--- src/design/tw_pkg.sv ---
// constants, types and state layout for the two-wire control port
// Functional notes
// - start: data falls while clock high, from idle with both lines high
// - stop: data rises while clock high; ends every sequence, back to idle
// - data changes only while clock low; high-clock change is start or stop
// - first byte: seven address bits then direction, 1 read, 0 write
// - address upper six bits fixed, lowest bit from the select pin
// - match: pull data low on ninth pulse; mismatch: release, ignore rest
// - every byte travels most significant bit first
// - without acknowledge on a write, data line stays released high
// - master not acknowledging a read byte ends data; slave releases line
// - first byte after address in a write is the register pointer
// - first data byte to pointer, pointer increments per further byte
// - read starts at the pointer, pointer increments after each byte
// - repeated start accepted; address and direction decoded again
// - status bit 0 shows coast polarity, 0 negative, 1 positive
// - mode bit 0 packs 4:2:2 on red and green, blue released
// - pll bit 7 set adds an extra divide-by-two to feedback
// - green sync filter: 00 300 MHz, 01/10 13 MHz, 11 6.5 MHz
// - colour input bandwidth bit: 0 300 MHz, 1 7 MHz
// - per colour target code, reset 4, aim of auto offset loop
// - auto offset bit 7 enables, bit 6 holds; both reset to 0
// - update mode: 00 every clamp, 01 every 16, 10 every 64; reset 10
package tw_pkg;
    localparam logic [5:0] ADDR_UPPER = 6'h26;
    localparam logic [7:0] OFS_STATUS = 8'h14;
    localparam logic [7:0] OFS_FORMAT = 8'h15;
    localparam logic [7:0] OFS_PLL = 8'h16;
    localparam logic [7:0] OFS_TGT_RED = 8'h19;
    localparam logic [7:0] OFS_TGT_GREEN = 8'h1a;
    localparam logic [7:0] OFS_TGT_BLUE = 8'h1b;
    localparam logic [7:0] OFS_AUTO = 8'h1d;
    localparam logic [7:0] RST_FORMAT = 8'h02;
    localparam logic [7:0] RST_PLL = 8'h00;
    localparam logic [7:0] RST_TARGET = 8'h04;
    localparam logic [7:0] RST_AUTO = 8'h02;
    localparam logic [7:0] UNMAPPED_READ = 8'h00;
    localparam int BIT_COAST = 0;
    localparam int BIT_MODE444 = 1;
    localparam int BIT_EXTRA_DIV = 7;
    localparam int BIT_SOG_HI = 6;
    localparam int BIT_SOG_LO = 5;
    localparam int BIT_ANALOG_BW = 4;
    localparam int BIT_AUTO_EN = 7;
    localparam int BIT_AUTO_HOLD = 6;
    localparam int BIT_UPD_HI = 1;
    localparam int BIT_UPD_LO = 0;
    localparam logic [1:0] UPD_EVERY = 2'h0;
    localparam logic [1:0] UPD_16 = 2'h1;
    localparam logic [5:0] LAST_EVERY = 6'h00;
    localparam logic [5:0] LAST_16 = 6'h0f;
    localparam logic [5:0] LAST_64 = 6'h3f;
    localparam logic [1:0] SOG_300 = 2'h0;
    localparam logic [1:0] SOG_13 = 2'h1;
    localparam logic [1:0] SOG_6P5 = 2'h2;
    localparam logic [2:0] BIT_LAST = 3'h7;

    typedef enum logic [2:0] {
        TW_IDLE, TW_RXADDR, TW_ACKADDR, TW_RXBYTE, TW_ACKRX,
        TW_TXBYTE, TW_ACKTX, TW_IGNORE
    } tw_state_t;

    typedef struct packed {
        tw_state_t st;
        logic [2:0] bitCnt;
        logic byteDone;
        logic [7:0] shift;
        logic rw;
        logic firstByte;
        logic [7:0] ptr;
        logic sdaOe;
        logic sdaOut;
        logic sclMeta;
        logic sclS;
        logic sclPrev;
        logic sdaMeta;
        logic sdaS;
        logic sdaPrev;
        logic selMeta;
        logic selS;
        logic coastMeta;
        logic coastS;
        logic [7:0] fmt;
        logic [7:0] pll;
        logic [7:0] tgtRed;
        logic [7:0] tgtGreen;
        logic [7:0] tgtBlue;
        logic [7:0] aoc;
        logic [1:0] sogClass;
        logic [5:0] clampCnt;
        logic tick;
        logic uvPhase;
        logic [7:0] redOut;
        logic [7:0] greenOut;
        logic [7:0] blueOut;
        logic blueOe;
    } tw_regs_t;
endpackage : tw_pkg

--- src/design/tw_control_port.sv ---
// two-wire slave control port with the converter's control registers
module tw_control_port (
    input wire logic clk,
    input wire logic resetn,
    input wire logic sclIn,
    input wire logic sdaIn,
    output logic sdaOut,
    output logic sdaOe,
    input wire logic busAddressSelectPins,
    input wire logic coastPolarityIn,
    input wire logic clampPulse,
    input wire logic pixelValid,
    input wire logic [7:0] redIn,
    input wire logic [7:0] greenIn,
    input wire logic [7:0] blueIn,
    output logic [7:0] redOut,
    output logic [7:0] greenOut,
    output logic [7:0] blueOut,
    output logic blueOe,
    output logic pllExtraDivide,
    output logic [1:0] greenEmbeddedSyncInputBw,
    output logic [1:0] sogFilterClass,
    output logic analogBandwidthLow,
    output logic [7:0] redTargetCode,
    output logic [7:0] greenTargetCode,
    output logic [7:0] blueTargetCode,
    output logic autoOffsetEnable,
    output logic autoOffsetHold,
    output logic [1:0] autoOffsetUpdateMode,
    output logic offsetUpdateTick
);
    tw_pkg::tw_regs_t q;
    tw_pkg::tw_regs_t d;
    logic startDet;
    logic stopDet;
    logic sclRise;
    logic sclFall;
    logic addrMatch;
    logic [7:0] rdByte;
    logic [5:0] lastCnt;

    function automatic logic [7:0] regRead(input logic [7:0] a,
                                           input tw_pkg::tw_regs_t s);
        logic [7:0] r;
        r = tw_pkg::UNMAPPED_READ;
        case (a)
            tw_pkg::OFS_STATUS: begin
                r[tw_pkg::BIT_COAST] = s.coastS;
            end
            tw_pkg::OFS_FORMAT: r = s.fmt;
            tw_pkg::OFS_PLL: r = s.pll;
            tw_pkg::OFS_TGT_RED: r = s.tgtRed;
            tw_pkg::OFS_TGT_GREEN: r = s.tgtGreen;
            tw_pkg::OFS_TGT_BLUE: r = s.tgtBlue;
            tw_pkg::OFS_AUTO: r = s.aoc;
            default: r = tw_pkg::UNMAPPED_READ;
        endcase
        return r;
    endfunction : regRead

    function automatic logic [5:0] updateLast(input logic [1:0] m);
        logic [5:0] r;
        case (m)
            tw_pkg::UPD_EVERY: r = tw_pkg::LAST_EVERY;
            tw_pkg::UPD_16: r = tw_pkg::LAST_16;
            default: r = tw_pkg::LAST_64;
        endcase
        return r;
    endfunction : updateLast

    function automatic logic [1:0] sogDecode(input logic [1:0] m);
        logic [1:0] r;
        case (m)
            2'h0: r = tw_pkg::SOG_300;
            2'h3: r = tw_pkg::SOG_6P5;
            default: r = tw_pkg::SOG_13;
        endcase
        return r;
    endfunction : sogDecode

    // edges judged on synchronised samples only
    assign startDet = q.sclS & q.sclPrev & q.sdaPrev & ~q.sdaS;
    assign stopDet = q.sclS & q.sclPrev & ~q.sdaPrev & q.sdaS;
    assign sclRise = q.sclS & ~q.sclPrev;
    assign sclFall = ~q.sclS & q.sclPrev;
    assign addrMatch = q.shift[7:1] == {tw_pkg::ADDR_UPPER, q.selS};
    assign rdByte = regRead(q.ptr, q);
    assign lastCnt = updateLast(q.aoc[tw_pkg::BIT_UPD_HI:tw_pkg::BIT_UPD_LO]);

    always_comb begin
        d = q;
        d.sclMeta = sclIn;
        d.sclS = q.sclMeta;
        d.sclPrev = q.sclS;
        d.sdaMeta = sdaIn;
        d.sdaS = q.sdaMeta;
        d.sdaPrev = q.sdaS;
        d.selMeta = busAddressSelectPins;
        d.selS = q.selMeta;
        d.coastMeta = coastPolarityIn;
        d.coastS = q.coastMeta;
        d.sdaOut = 1'b0;
        // a level change of data under high clock overrides any state
        if (startDet) begin
            d.st = tw_pkg::TW_RXADDR;
            d.bitCnt = 3'h0;
            d.byteDone = 1'b0;
            d.sdaOe = 1'b0;
        end else if (stopDet) begin
            d.st = tw_pkg::TW_IDLE;
            d.sdaOe = 1'b0;
            d.byteDone = 1'b0;
        end else begin
            case (q.st)
                tw_pkg::TW_RXADDR, tw_pkg::TW_RXBYTE: begin
                    if (sclRise) begin
                        d.shift = {q.shift[6:0], q.sdaS};
                        d.bitCnt = q.bitCnt + 3'h1;
                        d.byteDone = q.bitCnt == tw_pkg::BIT_LAST;
                    end else if (sclFall && q.byteDone) begin
                        d.byteDone = 1'b0;
                        if (q.st == tw_pkg::TW_RXADDR) begin
                            if (addrMatch) begin
                                d.rw = q.shift[0];
                                d.firstByte = 1'b1;
                                d.sdaOe = 1'b1;
                                d.st = tw_pkg::TW_ACKADDR;
                            end else begin
                                d.st = tw_pkg::TW_IGNORE;
                            end
                        end else begin
                            d.sdaOe = 1'b1;
                            d.st = tw_pkg::TW_ACKRX;
                            d.firstByte = 1'b0;
                            if (q.firstByte) begin
                                d.ptr = q.shift;
                            end else begin
                                d.ptr = q.ptr + 8'h01;
                                case (q.ptr)
                                    tw_pkg::OFS_FORMAT: d.fmt = q.shift;
                                    tw_pkg::OFS_PLL: d.pll = q.shift;
                                    tw_pkg::OFS_TGT_RED: d.tgtRed = q.shift;
                                    tw_pkg::OFS_TGT_GREEN:
                                        d.tgtGreen = q.shift;
                                    tw_pkg::OFS_TGT_BLUE: d.tgtBlue = q.shift;
                                    tw_pkg::OFS_AUTO: d.aoc = q.shift;
                                    default: d.aoc = q.aoc;
                                endcase
                            end
                        end
                    end
                end
                tw_pkg::TW_ACKADDR, tw_pkg::TW_ACKRX: begin
                    if (sclFall) begin
                        d.bitCnt = 3'h0;
                        if (q.rw) begin
                            d.st = tw_pkg::TW_TXBYTE;
                            d.shift = rdByte;
                            d.sdaOe = ~rdByte[7];
                        end else begin
                            d.st = tw_pkg::TW_RXBYTE;
                            d.sdaOe = 1'b0;
                        end
                    end
                end
                tw_pkg::TW_TXBYTE: begin
                    if (sclRise) begin
                        d.bitCnt = q.bitCnt + 3'h1;
                        d.byteDone = q.bitCnt == tw_pkg::BIT_LAST;
                    end else if (sclFall) begin
                        if (q.byteDone) begin
                            d.byteDone = 1'b0;
                            d.sdaOe = 1'b0;
                            d.st = tw_pkg::TW_ACKTX;
                            d.ptr = q.ptr + 8'h01;
                        end else begin
                            d.shift = {q.shift[6:0], 1'b0};
                            d.sdaOe = ~q.shift[6];
                        end
                    end
                end
                tw_pkg::TW_ACKTX: begin
                    // byteDone doubles as the master's acknowledge here
                    if (sclRise) begin
                        if (q.sdaS) begin
                            d.st = tw_pkg::TW_IGNORE;
                        end else begin
                            d.byteDone = 1'b1;
                        end
                    end else if (sclFall && q.byteDone) begin
                        d.byteDone = 1'b0;
                        d.bitCnt = 3'h0;
                        d.st = tw_pkg::TW_TXBYTE;
                        d.shift = rdByte;
                        d.sdaOe = ~rdByte[7];
                    end
                end
                tw_pkg::TW_IDLE, tw_pkg::TW_IGNORE: begin
                    d.sdaOe = 1'b0;
                end
                default: begin
                    d.st = tw_pkg::TW_IDLE;
                    d.sdaOe = 1'b0;
                end
            endcase
        end
        d.sogClass = sogDecode(q.pll[tw_pkg::BIT_SOG_HI:tw_pkg::BIT_SOG_LO]);
        // hold keeps the count too, so release resumes the same cadence
        d.tick = 1'b0;
        if (clampPulse && q.aoc[tw_pkg::BIT_AUTO_EN] &&
            !q.aoc[tw_pkg::BIT_AUTO_HOLD]) begin
            if (q.clampCnt >= lastCnt) begin
                d.clampCnt = 6'h00;
                d.tick = 1'b1;
            end else begin
                d.clampCnt = q.clampCnt + 6'h01;
            end
        end
        // blue release follows the mode at once, not the next pixel
        d.blueOe = q.fmt[tw_pkg::BIT_MODE444];
        if (pixelValid) begin
            d.greenOut = greenIn;
            if (q.fmt[tw_pkg::BIT_MODE444]) begin
                d.redOut = redIn;
                d.blueOut = blueIn;
                d.uvPhase = 1'b0;
            end else begin
                d.redOut = q.uvPhase ? redIn : blueIn;
                d.uvPhase = ~q.uvPhase;
            end
        end
    end

    always_ff @(posedge clk or negedge resetn) begin
        if (!resetn) begin
            q <= '0;
            q.st <= tw_pkg::TW_IDLE;
            q.sclMeta <= 1'b1;
            q.sclS <= 1'b1;
            q.sclPrev <= 1'b1;
            q.sdaMeta <= 1'b1;
            q.sdaS <= 1'b1;
            q.sdaPrev <= 1'b1;
            q.fmt <= tw_pkg::RST_FORMAT;
            q.pll <= tw_pkg::RST_PLL;
            q.tgtRed <= tw_pkg::RST_TARGET;
            q.tgtGreen <= tw_pkg::RST_TARGET;
            q.tgtBlue <= tw_pkg::RST_TARGET;
            q.aoc <= tw_pkg::RST_AUTO;
            q.blueOe <= 1'b1;
        end else begin
            q <= d;
        end
    end

    assign sdaOut = q.sdaOut;
    assign sdaOe = q.sdaOe;
    assign redOut = q.redOut;
    assign greenOut = q.greenOut;
    assign blueOut = q.blueOut;
    assign blueOe = q.blueOe;
    assign pllExtraDivide = q.pll[tw_pkg::BIT_EXTRA_DIV];
    assign greenEmbeddedSyncInputBw =
        q.pll[tw_pkg::BIT_SOG_HI:tw_pkg::BIT_SOG_LO];
    assign sogFilterClass = q.sogClass;
    assign analogBandwidthLow = q.pll[tw_pkg::BIT_ANALOG_BW];
    assign redTargetCode = q.tgtRed;
    assign greenTargetCode = q.tgtGreen;
    assign blueTargetCode = q.tgtBlue;
    assign autoOffsetEnable = q.aoc[tw_pkg::BIT_AUTO_EN];
    assign autoOffsetHold = q.aoc[tw_pkg::BIT_AUTO_HOLD];
    assign autoOffsetUpdateMode = q.aoc[tw_pkg::BIT_UPD_HI:tw_pkg::BIT_UPD_LO];
    assign offsetUpdateTick = q.tick;
endmodule : tw_control_port

--- config.mk ---
export PLATFORM = sky130hd
export DESIGN_NAME = tw_control_port
export DESIGN_NICKNAME = d
export VERILOG_FILES = /design/src/design/tw_pkg.sv /design/src/design/tw_control_port.sv
export SDC_FILE = /design/constraint.sdc
export NUM_CORES = 1
export LEC_CHECK = 0
export ABC_AREA = 1
export BUFFER_PORTS_ARGS = -buffer_cell sky130_fd_sc_hd__clkbuf_2
export CAP_MARGIN = 20
export CELL_PAD_IN_SITES_DETAIL_PLACEMENT = 0
export CELL_PAD_IN_SITES_GLOBAL_PLACEMENT = 1
export CORE_AREA = 4 4 109 188
export CTS_CLUSTER_DIAMETER = 40
export DETAILED_ROUTE_END_ITERATION = 6
export DIE_AREA = 0 0 113 192
export GPL_ROUTABILITY_DRIVEN = 0
export HOLD_SLACK_MARGIN = 0.03
export PLACE_DENSITY_LB_ADDON = 0.3
export SLEW_MARGIN = 5
export SYNTH_ARGS = -nofsm -noshare
export SYNTH_HDL_FRONTEND = slang
export SYNTH_SLANG_ARGS = --single-unit
export TNS_END_PERCENT = 50
--- constraint.sdc ---
create_clock -name clk -period 2.1 [get_ports clk]
set_input_delay 0.105 -clock clk [delete_from_list [all_inputs] [get_ports clk]]
set_output_delay 0.105 -clock clk [all_outputs]
set_load 0.005 [all_outputs]
After elaboration in Yosys (flattened, before gate mapping)
Index checks and enable logic that the tools add are counted.

Add/sub/neg operators: 3. Magnitude comparators: 1. Eq/ne operators: 49. Multiplexer cells: 62. Bitwise operators: 19. Reduce and logical (&&, ||, !) cells: 30.

Operator list (count): $mux W8 (10); $eq A8 B5 Y1 const B (7); $reduce_and A8 Y1 (7); $mux W9 (6); $mux W3 (14); $pmux W7 S6 (1); $ne A4 B4 Y1 const B (8); $pmux W8 S4 (1); $ne A5 B5 Y1 const B (6); $ne A2 B2 Y1 const B (14); $pmux W6 S4 (1); $mux W1 (19); $reduce_and A9 Y1 (2); $pmux W8 S2 (1); $eq A3 B3 Y1 const B (5); $mux W15 (1); $mux W6 (2); $not A1 Y1 (12); $pmux W6 S2 (1); $reduce_and A11 Y1 (1); $reduce_and A5 Y1 (2); $reduce_bool A5 Y1 (2); $ne A3 B3 Y1 const B (3); $add A8 B1 Y8 const B (1); other kinds (25) (37).

Register bits: 119. Input port bits: 32. Output and inout bits: 62.

Depth between registers and ports, before layout
Gate-level depths: netlist of the first run.

Word-level depth: 8. Depth in mapped cells: 11. Depth with buffers taken out: 11.

Worst setup path before layout of the first run
No wires, ideal clock.

Kind: reg2reg. Start point: register q[90] (netlist name). End point: register q[68] (netlist name). Arrival: 1.858 ns. Data required time: 1.970 ns. Path slack: 0.112 ns. Stages on the path, launching flop included: 11. Path buffers: 2. Period minus slack after synthesis: 1.988 ns. Cells stage by stage: dfstp_2 inv_1 ha_1 buf_2 inv_1 nand2_1 nor3_4 nand4_1 buf_2 nand2_1 o21ai_0.

Longest elaborated chain between the ends: 5. Elaborated cells on any way between the ends: 13.

Ends and longest elaborated chain: from (decl) (line tw_control_port.sv:32) `tw_pkg::tw_regs_t q;`; $and A1 B1 Y1 (line tw_control_port.sv:82, tw_control_port.sv:83); $and A1 B1 Y1, on equally long branches (2 in a row) (line tw_control_port.sv:83, tw_control_port.sv:82); $not A1 Y1 (no line); $reduce_and A8 Y1 (no line) *.

Every way passes the cells marked *; elsewhere a longest branch is shown, timed or not. A chain may end at the register's enable or synchronous reset.

Worst setup path in the final report of the first run
Start point: register q[90] (netlist name). End point: register q (netlist bit blueTargetCode[2]).

The elaborated chain is that of the path after synthesis.

==> results.yml, run 1 <==
clock_tree:
  cts.sinks: 119
  clock_latency_ps: 420
  cts.path.max_buffers: 2
  path_clk_slew_ps: 60
  cts_setup_buffers: 0
  htree_levels: 4
  numCtsBuffers: 17
  cts_tree: "built"
  cts-root-buf: "clkbuf_16"
die:
  initial_core_util_pct: 33.4
  rows: 67
  ios: 94
  die_x_um: 113
  die_h_um: 192
  dieArea_mm2: 0.0217
  core_area_mm2: 0.0190
timing:
  hold_violations: 0
  hold_slack_ps: 155
  layout_setup_ws_ps: 129
  fmax_mhz: 507
  fin_crit_sh_pct: 93.8
  rsz0062_at_grt: "yes"
  setup_viol: 0
  setup-tns-final_ps: 0
  slew_headroom_pct: 60.6
  skew_ps: 6.15
  slew_violations: 0
  finalCriticalPeriod_ps: 1970
  tightestPinTransition_ps: 589
setup_path:
  crit_path_end: "blueTargetCode[2]$_DFFE_PN1P_"
  cp.required_ps: 2430
  cpMaxStageDelayCell: "dfstp_2"
  regToRegSetupSlack_ps: 130
  worst_path_largest_cell_delay_ps: 540
  crit_arrival_ps: 2300
  crit_family: "simple AND/OR/NAND/NOR gates"
  critPathBufInv: 3
  cp_max_fo: 16
  cp_cell_sequence: "inv_1, ha_2, inv_1, nand2_1, nor3_4, nand4_1, buf_4, o21ai_0"
  worstReg2RegStart: "q[90]$_DFF_PN1_"
  r2r_cells: 8
  path_common_cell: "inv_1"
  worstSetupStartpointType: "register"
  r2r-end: "blueTargetCode[2]$_DFFE_PN1P_"
  crit_path_start: "q[90]$_DFF_PN1_"
  end_kind: "register"
  crit_cells: 8
  crit_type: "reg -> reg"
global_route:
  grt-ovfl-total: 0
  grt_pass1_wl_mm: 29.4
  grt_start_max_net_pins: 64
  grt_pass1_vias: 5645
  antenna_found_initial: 0
  grt_use_total_pct: 17.6
synthesis:
  yosysUniqueCellTypes: 33
  syn-cell-area_mm2: 0.00636
  synth-main-ff-cell: "dfrtp_1"
  synth_edf_count: 0
  synthesis.nets: 838
  syn_area_per_cell_um2: 8.06
  synth_largest_area_cell: "dfrtp_1"
  async_reset_ff_share_pct: 100
  syn_inst: 789
  ys_ff_latch: 119
  yosysWarningCount: 0
  post-synth-top-area-fraction_pct: 42.1
  yosysSeqAreaShare_pct: 47.0
  synthTopCellsByArea: "dfrtp_1 (42%), nand2_1 (11%), buf_4 (6.5%)"
routing:
  vias_per_cell: 4.72
  vias: 5395
  drt_wl_total_mm: 18.2
  wl_per_cell_um: 15.9
  drc: 0
  drt-pass1-iter-count: 4
  dr.first_iter.drc_count: 358
  antenna_left: 0
cells_and_area:
  final_core_util_pct: 41.3
  multi_input_area_mm2: 0.00261
  nNetsFinal: 939
  drive_gt1_share_pct: 21.5
  fillCellCount: 1912
  layout_common_cells: "nand2_1 (191), dfrtp_1 (107), clkbuf_2 (91)"
  final_common_cell: "nand2_1"
  syn_to_final_growth_pct: 23.6
  regArea_mm2: 0.00299
  antenna_cells: 0
placement:
  io_buffers: 92
  pre_cts_slack_ps: -23.2
  hpwl_mm: 13.8
hold_path:
  hp-class: "in -> reg"
  worstHoldPathCells: 4
pwr:
  p_leak_nw: 4.03
  power_density_mw_per_mm2: 1020
  peakVddDrop_v: 0.000674
  p_total_mw: 8.00
outcome:
  status: "finished clean"
flow_run:
  drv_cap: 0
[cell usage after synthesis (2+ instances only)]
master    instances
nand2_1         191
buf_1             2
a31oi_1           8
ha_1             17
dfstp_2          12
o211ai_1          2
nor3_1            5
mux2_2           17
nand3_1          60
nand4_1          11
buf_4            55
inv_1            73
a21oi_1          28
nor2_2            3
o21ai_0          71
nor2_1           85
and3_1            7
xor2_1            4
o22ai_1           2
dfrtp_1         107
clkbuf_1          7
buf_2            11
[worst register-to-register path: cells and delay by family, from the launching register on]
| family | cells | cell delay, ps |
|---|---|---|
| AND/OR/NAND/NOR | 3 | 550 |
| flip-flops | 1 | 540 |
| buffers and inverters | 3 | 340 |
| adder cells (fa/ha/maj) | 1 | 230 |
| AO/OA/AOI/OAI | 1 | 220 |
[state kept, by name, indices dropped and copies added, names as in the netlist, 2 cells and up]
register / count
sogFilterClass: 2
d: 7
autoOffsetUpdateMode: 2
redOut: 8
greenEmbeddedSyncInputBw: 2
blueTargetCode: 8
redTargetCode: 8
greenOut: 8
greenTargetCode: 8
q: 51
blueOut: 8
[per-stage QoR]
| step | area, um^2 | instances |
|---|---|---|
| after floorplan | 6360 | 789 |
| after global placement | 6880 | 1077 |
| after detailed placement | 6880 | 1077 |
| after CTS | 7850 | 1144 |
| after global routing | 7870 | 1144 |
| final | 7870 | 1144 |
[worst min-delay path by stage]
stage | from | to
3_3_place_gp | resetn | redOut[5]$_DFFE_PN0P_
6_report | clampPulse | q[27]$_DFFE_PN0P_
5_1_grt | resetn | blueOut[5]$_DFFE_PN0P_
4_1_cts | clampPulse | q[27]$_DFFE_PN0P_
3_5_place_dp | resetn | redOut[5]$_DFFE_PN0P_
2_1_floorplan | resetn | analogBandwidthLow$_DFFE_PN0P_
[report_power, final]
| group | leakage [nW] | switching, mW | internal (mW) |
|---|---|---|---|
| sequential | 1.54 | 0.228 | 2.53 |
| combinational | 2.20 | 1.42 | 0.784 |
| clock | 0.298 | 1.08 | 1.95 |
| total | 4.03 | 2.73 | 5.27 |
[layer usage]
metal / wire length, um / part of all wire (%) / global-route usage [%]
met2: 10100 / 55 / 33.9
met4: 795 / 4.4 / 9.49
met3: 709 / 3.9 / 3.18
met5: 0 / 0 / 0
met1: 6590 / 36 / 17.4
[timing repair]
item	CTS	global route
setup endpoints to repair	8	16
resized for setup	1	7
hold buffers	35	0
hold endpoints to repair	59	0
pin swaps	0	1
[cell type report]
class / count / area share, %
flip-flops and latches: 119 / 38.1
multi-input cells: 521 / 33.2
repair buffers: 157 / 13.6
clock buffers: 20 / 5.93
well taps: 241 / 3.83
inverters: 74 / 3.53
clock inverters: 12 / 1.91
[cells by family after synthesis]
logic type      synth area share [%]
simple gates                    24.2
buf+inv                         12.3
flops                           47.0
compound gates                  9.36
fa+ha+maj                       3.34
mux                             3.01
xor+xnor                       0.688
other cells                   0.0590
No activity file was read; power rests on OpenSTA's default activity.
==> run 2, diff against run 1 <==
REMOVE_ABC_BUFFERS = 1   (was not set)
==> run 2 against run 1 <==
Effect of this change: routed wire length up 0.52%; via count up 1.6%; largest cell class unchanged; maximum frequency up 0.76%; global-route usage up 0.064 points; first-iteration DRC count down 30%; critical path depth down 4; non-clock buffer count up 10; register-to-register slack about the same; worst hold slack better by 5.4 ps; count of clock-buffer cells in the layout down 2; sequential power about the same; critical endpoint is now redOut[4]$_DFFE_PN0P_; sequential share of layout area down 0.81 points.
==> results.yml, run 2 (synthesized netlist as in run 1, its figures left out) <==
timing:
  layout_setup_ws_ps: 144
  fin_crit_sh_pct: 93.1
  hold_slack_ps: 160
  slew_headroom_pct: 58.2
  slew_violations: 0
  finalCriticalPeriod_ps: 1960
  tightestPinTransition_ps: 624
  skew_ps: 8.52
  hold_violations: 0
  fmax_mhz: 511
  setup_viol: 0
  setup-tns-final_ps: 0
global_route:
  grt_pass1_vias: 5556
  grt-ovfl-total: 0
  antenna_found_initial: 0
  grt_pass1_wl_mm: 29.5
  grt_start_max_net_pins: 53
  grt_use_total_pct: 17.6
cells_and_area:
  antenna_cells: 0
  fillCellCount: 1912
  multi_input_area_mm2: 0.00262
  final_common_cell: "nand2_1"
  drive_gt1_share_pct: 22.7
  largest-register: "q"
  final_core_util_pct: 42.2
  layout_common_cells: "nand2_1 (190), dfrtp_1 (107), clkbuf_2 (91)"
  syn_to_final_growth_pct: 26.3
  finalInstanceArea_mm2: 0.00804
  nNetsFinal: 949
  regArea_mm2: 0.00299
  largest_register_ffs: 51
  final_cells: 1154
die:
  initial_core_util_pct: 33.4
  core_area_mm2: 0.0190
  die_h_um: 192
  dieArea_mm2: 0.0217
  die_x_um: 113
  rows: 67
  ios: 94
routing:
  vias_per_cell: 4.75
  dr.first_iter.drc_count: 251
  drc: 0
  routed-wl-met3_um: 624
  vias: 5483
  antenna_left: 0
  drt_wl_total_mm: 18.3
  drt-pass1-iter-count: 4
  route.met2.wl_mm: 10.5
  top_layer_used: "met4"
  wl_per_cell_um: 15.8
  drt-met1-wl_mm: 6.50
clock_tree:
  numCtsBuffers: 17
  htree_levels: 4
  clock_latency_ps: 420
  cts-root-buf: "clkbuf_16"
  cts_tree: "built"
  cts.sinks: 119
  cts.path.max_buffers: 2
  path_clk_slew_ps: 60
setup_path:
  worstReg2RegStart: "q[25]$_DFFE_PN0P_"
  end_kind: "register"
  cp_max_fo: 10
  cp.required_ps: 2450
  worstSetupStartpointType: "register"
  crit_type: "reg -> reg"
  crit_arrival_ps: 2310
  crit_path_start: "q[25]$_DFFE_PN0P_"
placement:
  placedCellCount: 1085
  pre_cts_slack_ps: 123
  io_buffers: 92
  placed_area_mm2: 0.00697
  hpwl_mm: 13.7
pwr:
  p_total_mw: 8.21
  power_density_mw_per_mm2: 1020
  p_leak_nw: 4.12
  peakVddDrop_v: 0.000617
flow_run:
  drv_cap: 0
hold_path:
  hp-class: "in -> reg"
  min_from: "clampPulse"
outcome:
  status: "finished clean"
run 2: cell types whose count changed in the layout (fill, tap and decap cells not counted), moves of 2 or more:
| cell | previous run | this run |
|---|---|---|
| o21ai_1 | 2 | 0 |
| buf_4 | 28 | 32 |
| clkinv_2 | 4 | 2 |
| inv_6 | 0 | 3 |
| buf_12 | 2 | 5 |
| o21ai_0 | 69 | 71 |
| clkinvlp_4 | 3 | 1 |
| clkbuf_8 | 3 | 1 |
| bufinv_16 | 3 | 5 |
| buf_6 | 1 | 3 |
run 2: critical path, cell delays in order (launching register included):
cell	delay [ps]
dfrtp_1	490
nor2_1	540
nand2_1	120
a31oi_1	180
dlygate4sd3_1	560
run 2: final timing paths:
kind | to | slack (ps) | cells past startpoint
worst max-delay path | redOut[4]$_DFFE_PN0P_ | 140 | 4
worst min-delay path | q[27]$_DFFE_PN0P_ | 160 | 4
worst max register to register | redOut[4]$_DFFE_PN0P_ | 140 | 4
worst min register to register | d[90]$_DFF_PN1_ | 350 | 0
max in group asynchronous | autoOffsetUpdateMode[1]$_DFFE_PN1P_ | 1110 | 3
min in group asynchronous | sdaOe$_DFFE_PN0P_ | 210 | 2
run 2: area by class of cell:
cell class	instances	area share, %
multi-input combinational	521	32.6
clock inverter	14	2.74
tap	241	3.75
sequential	119	37.2
clock buffer	18	5.47
inverter	74	3.46
timing repair buffer	167	14.7
run 2: layer usage:
layer	track usage (%)	vias to the layer above
li1	-	2721
met1	17.6	2593
met2	33.9	131
met3	3.97	38
met4	8.19	0
met5	0	-
run 2: power breakdown:
| part | internal, mW | total [mW] | switching (mW) | leakage [nW] |
|---|---|---|---|---|
| sequential | 2.53 | 2.76 | 0.224 | 1.54 |
| clock | 2.15 | 3.26 | 1.12 | 0.321 |
| combinational | 0.787 | 2.19 | 1.40 | 2.26 |
| total | 5.47 | 8.21 | 2.74 | 4.12 |
run 2: timing repair:
action | CTS | global route
endpoints found under the hold margin | 63 | 0
hold buffers | 35 | 0
setup buffers | 0 | 1
endpoints found under the setup margin | 0 | 38
gates resized for setup | 0 | 11
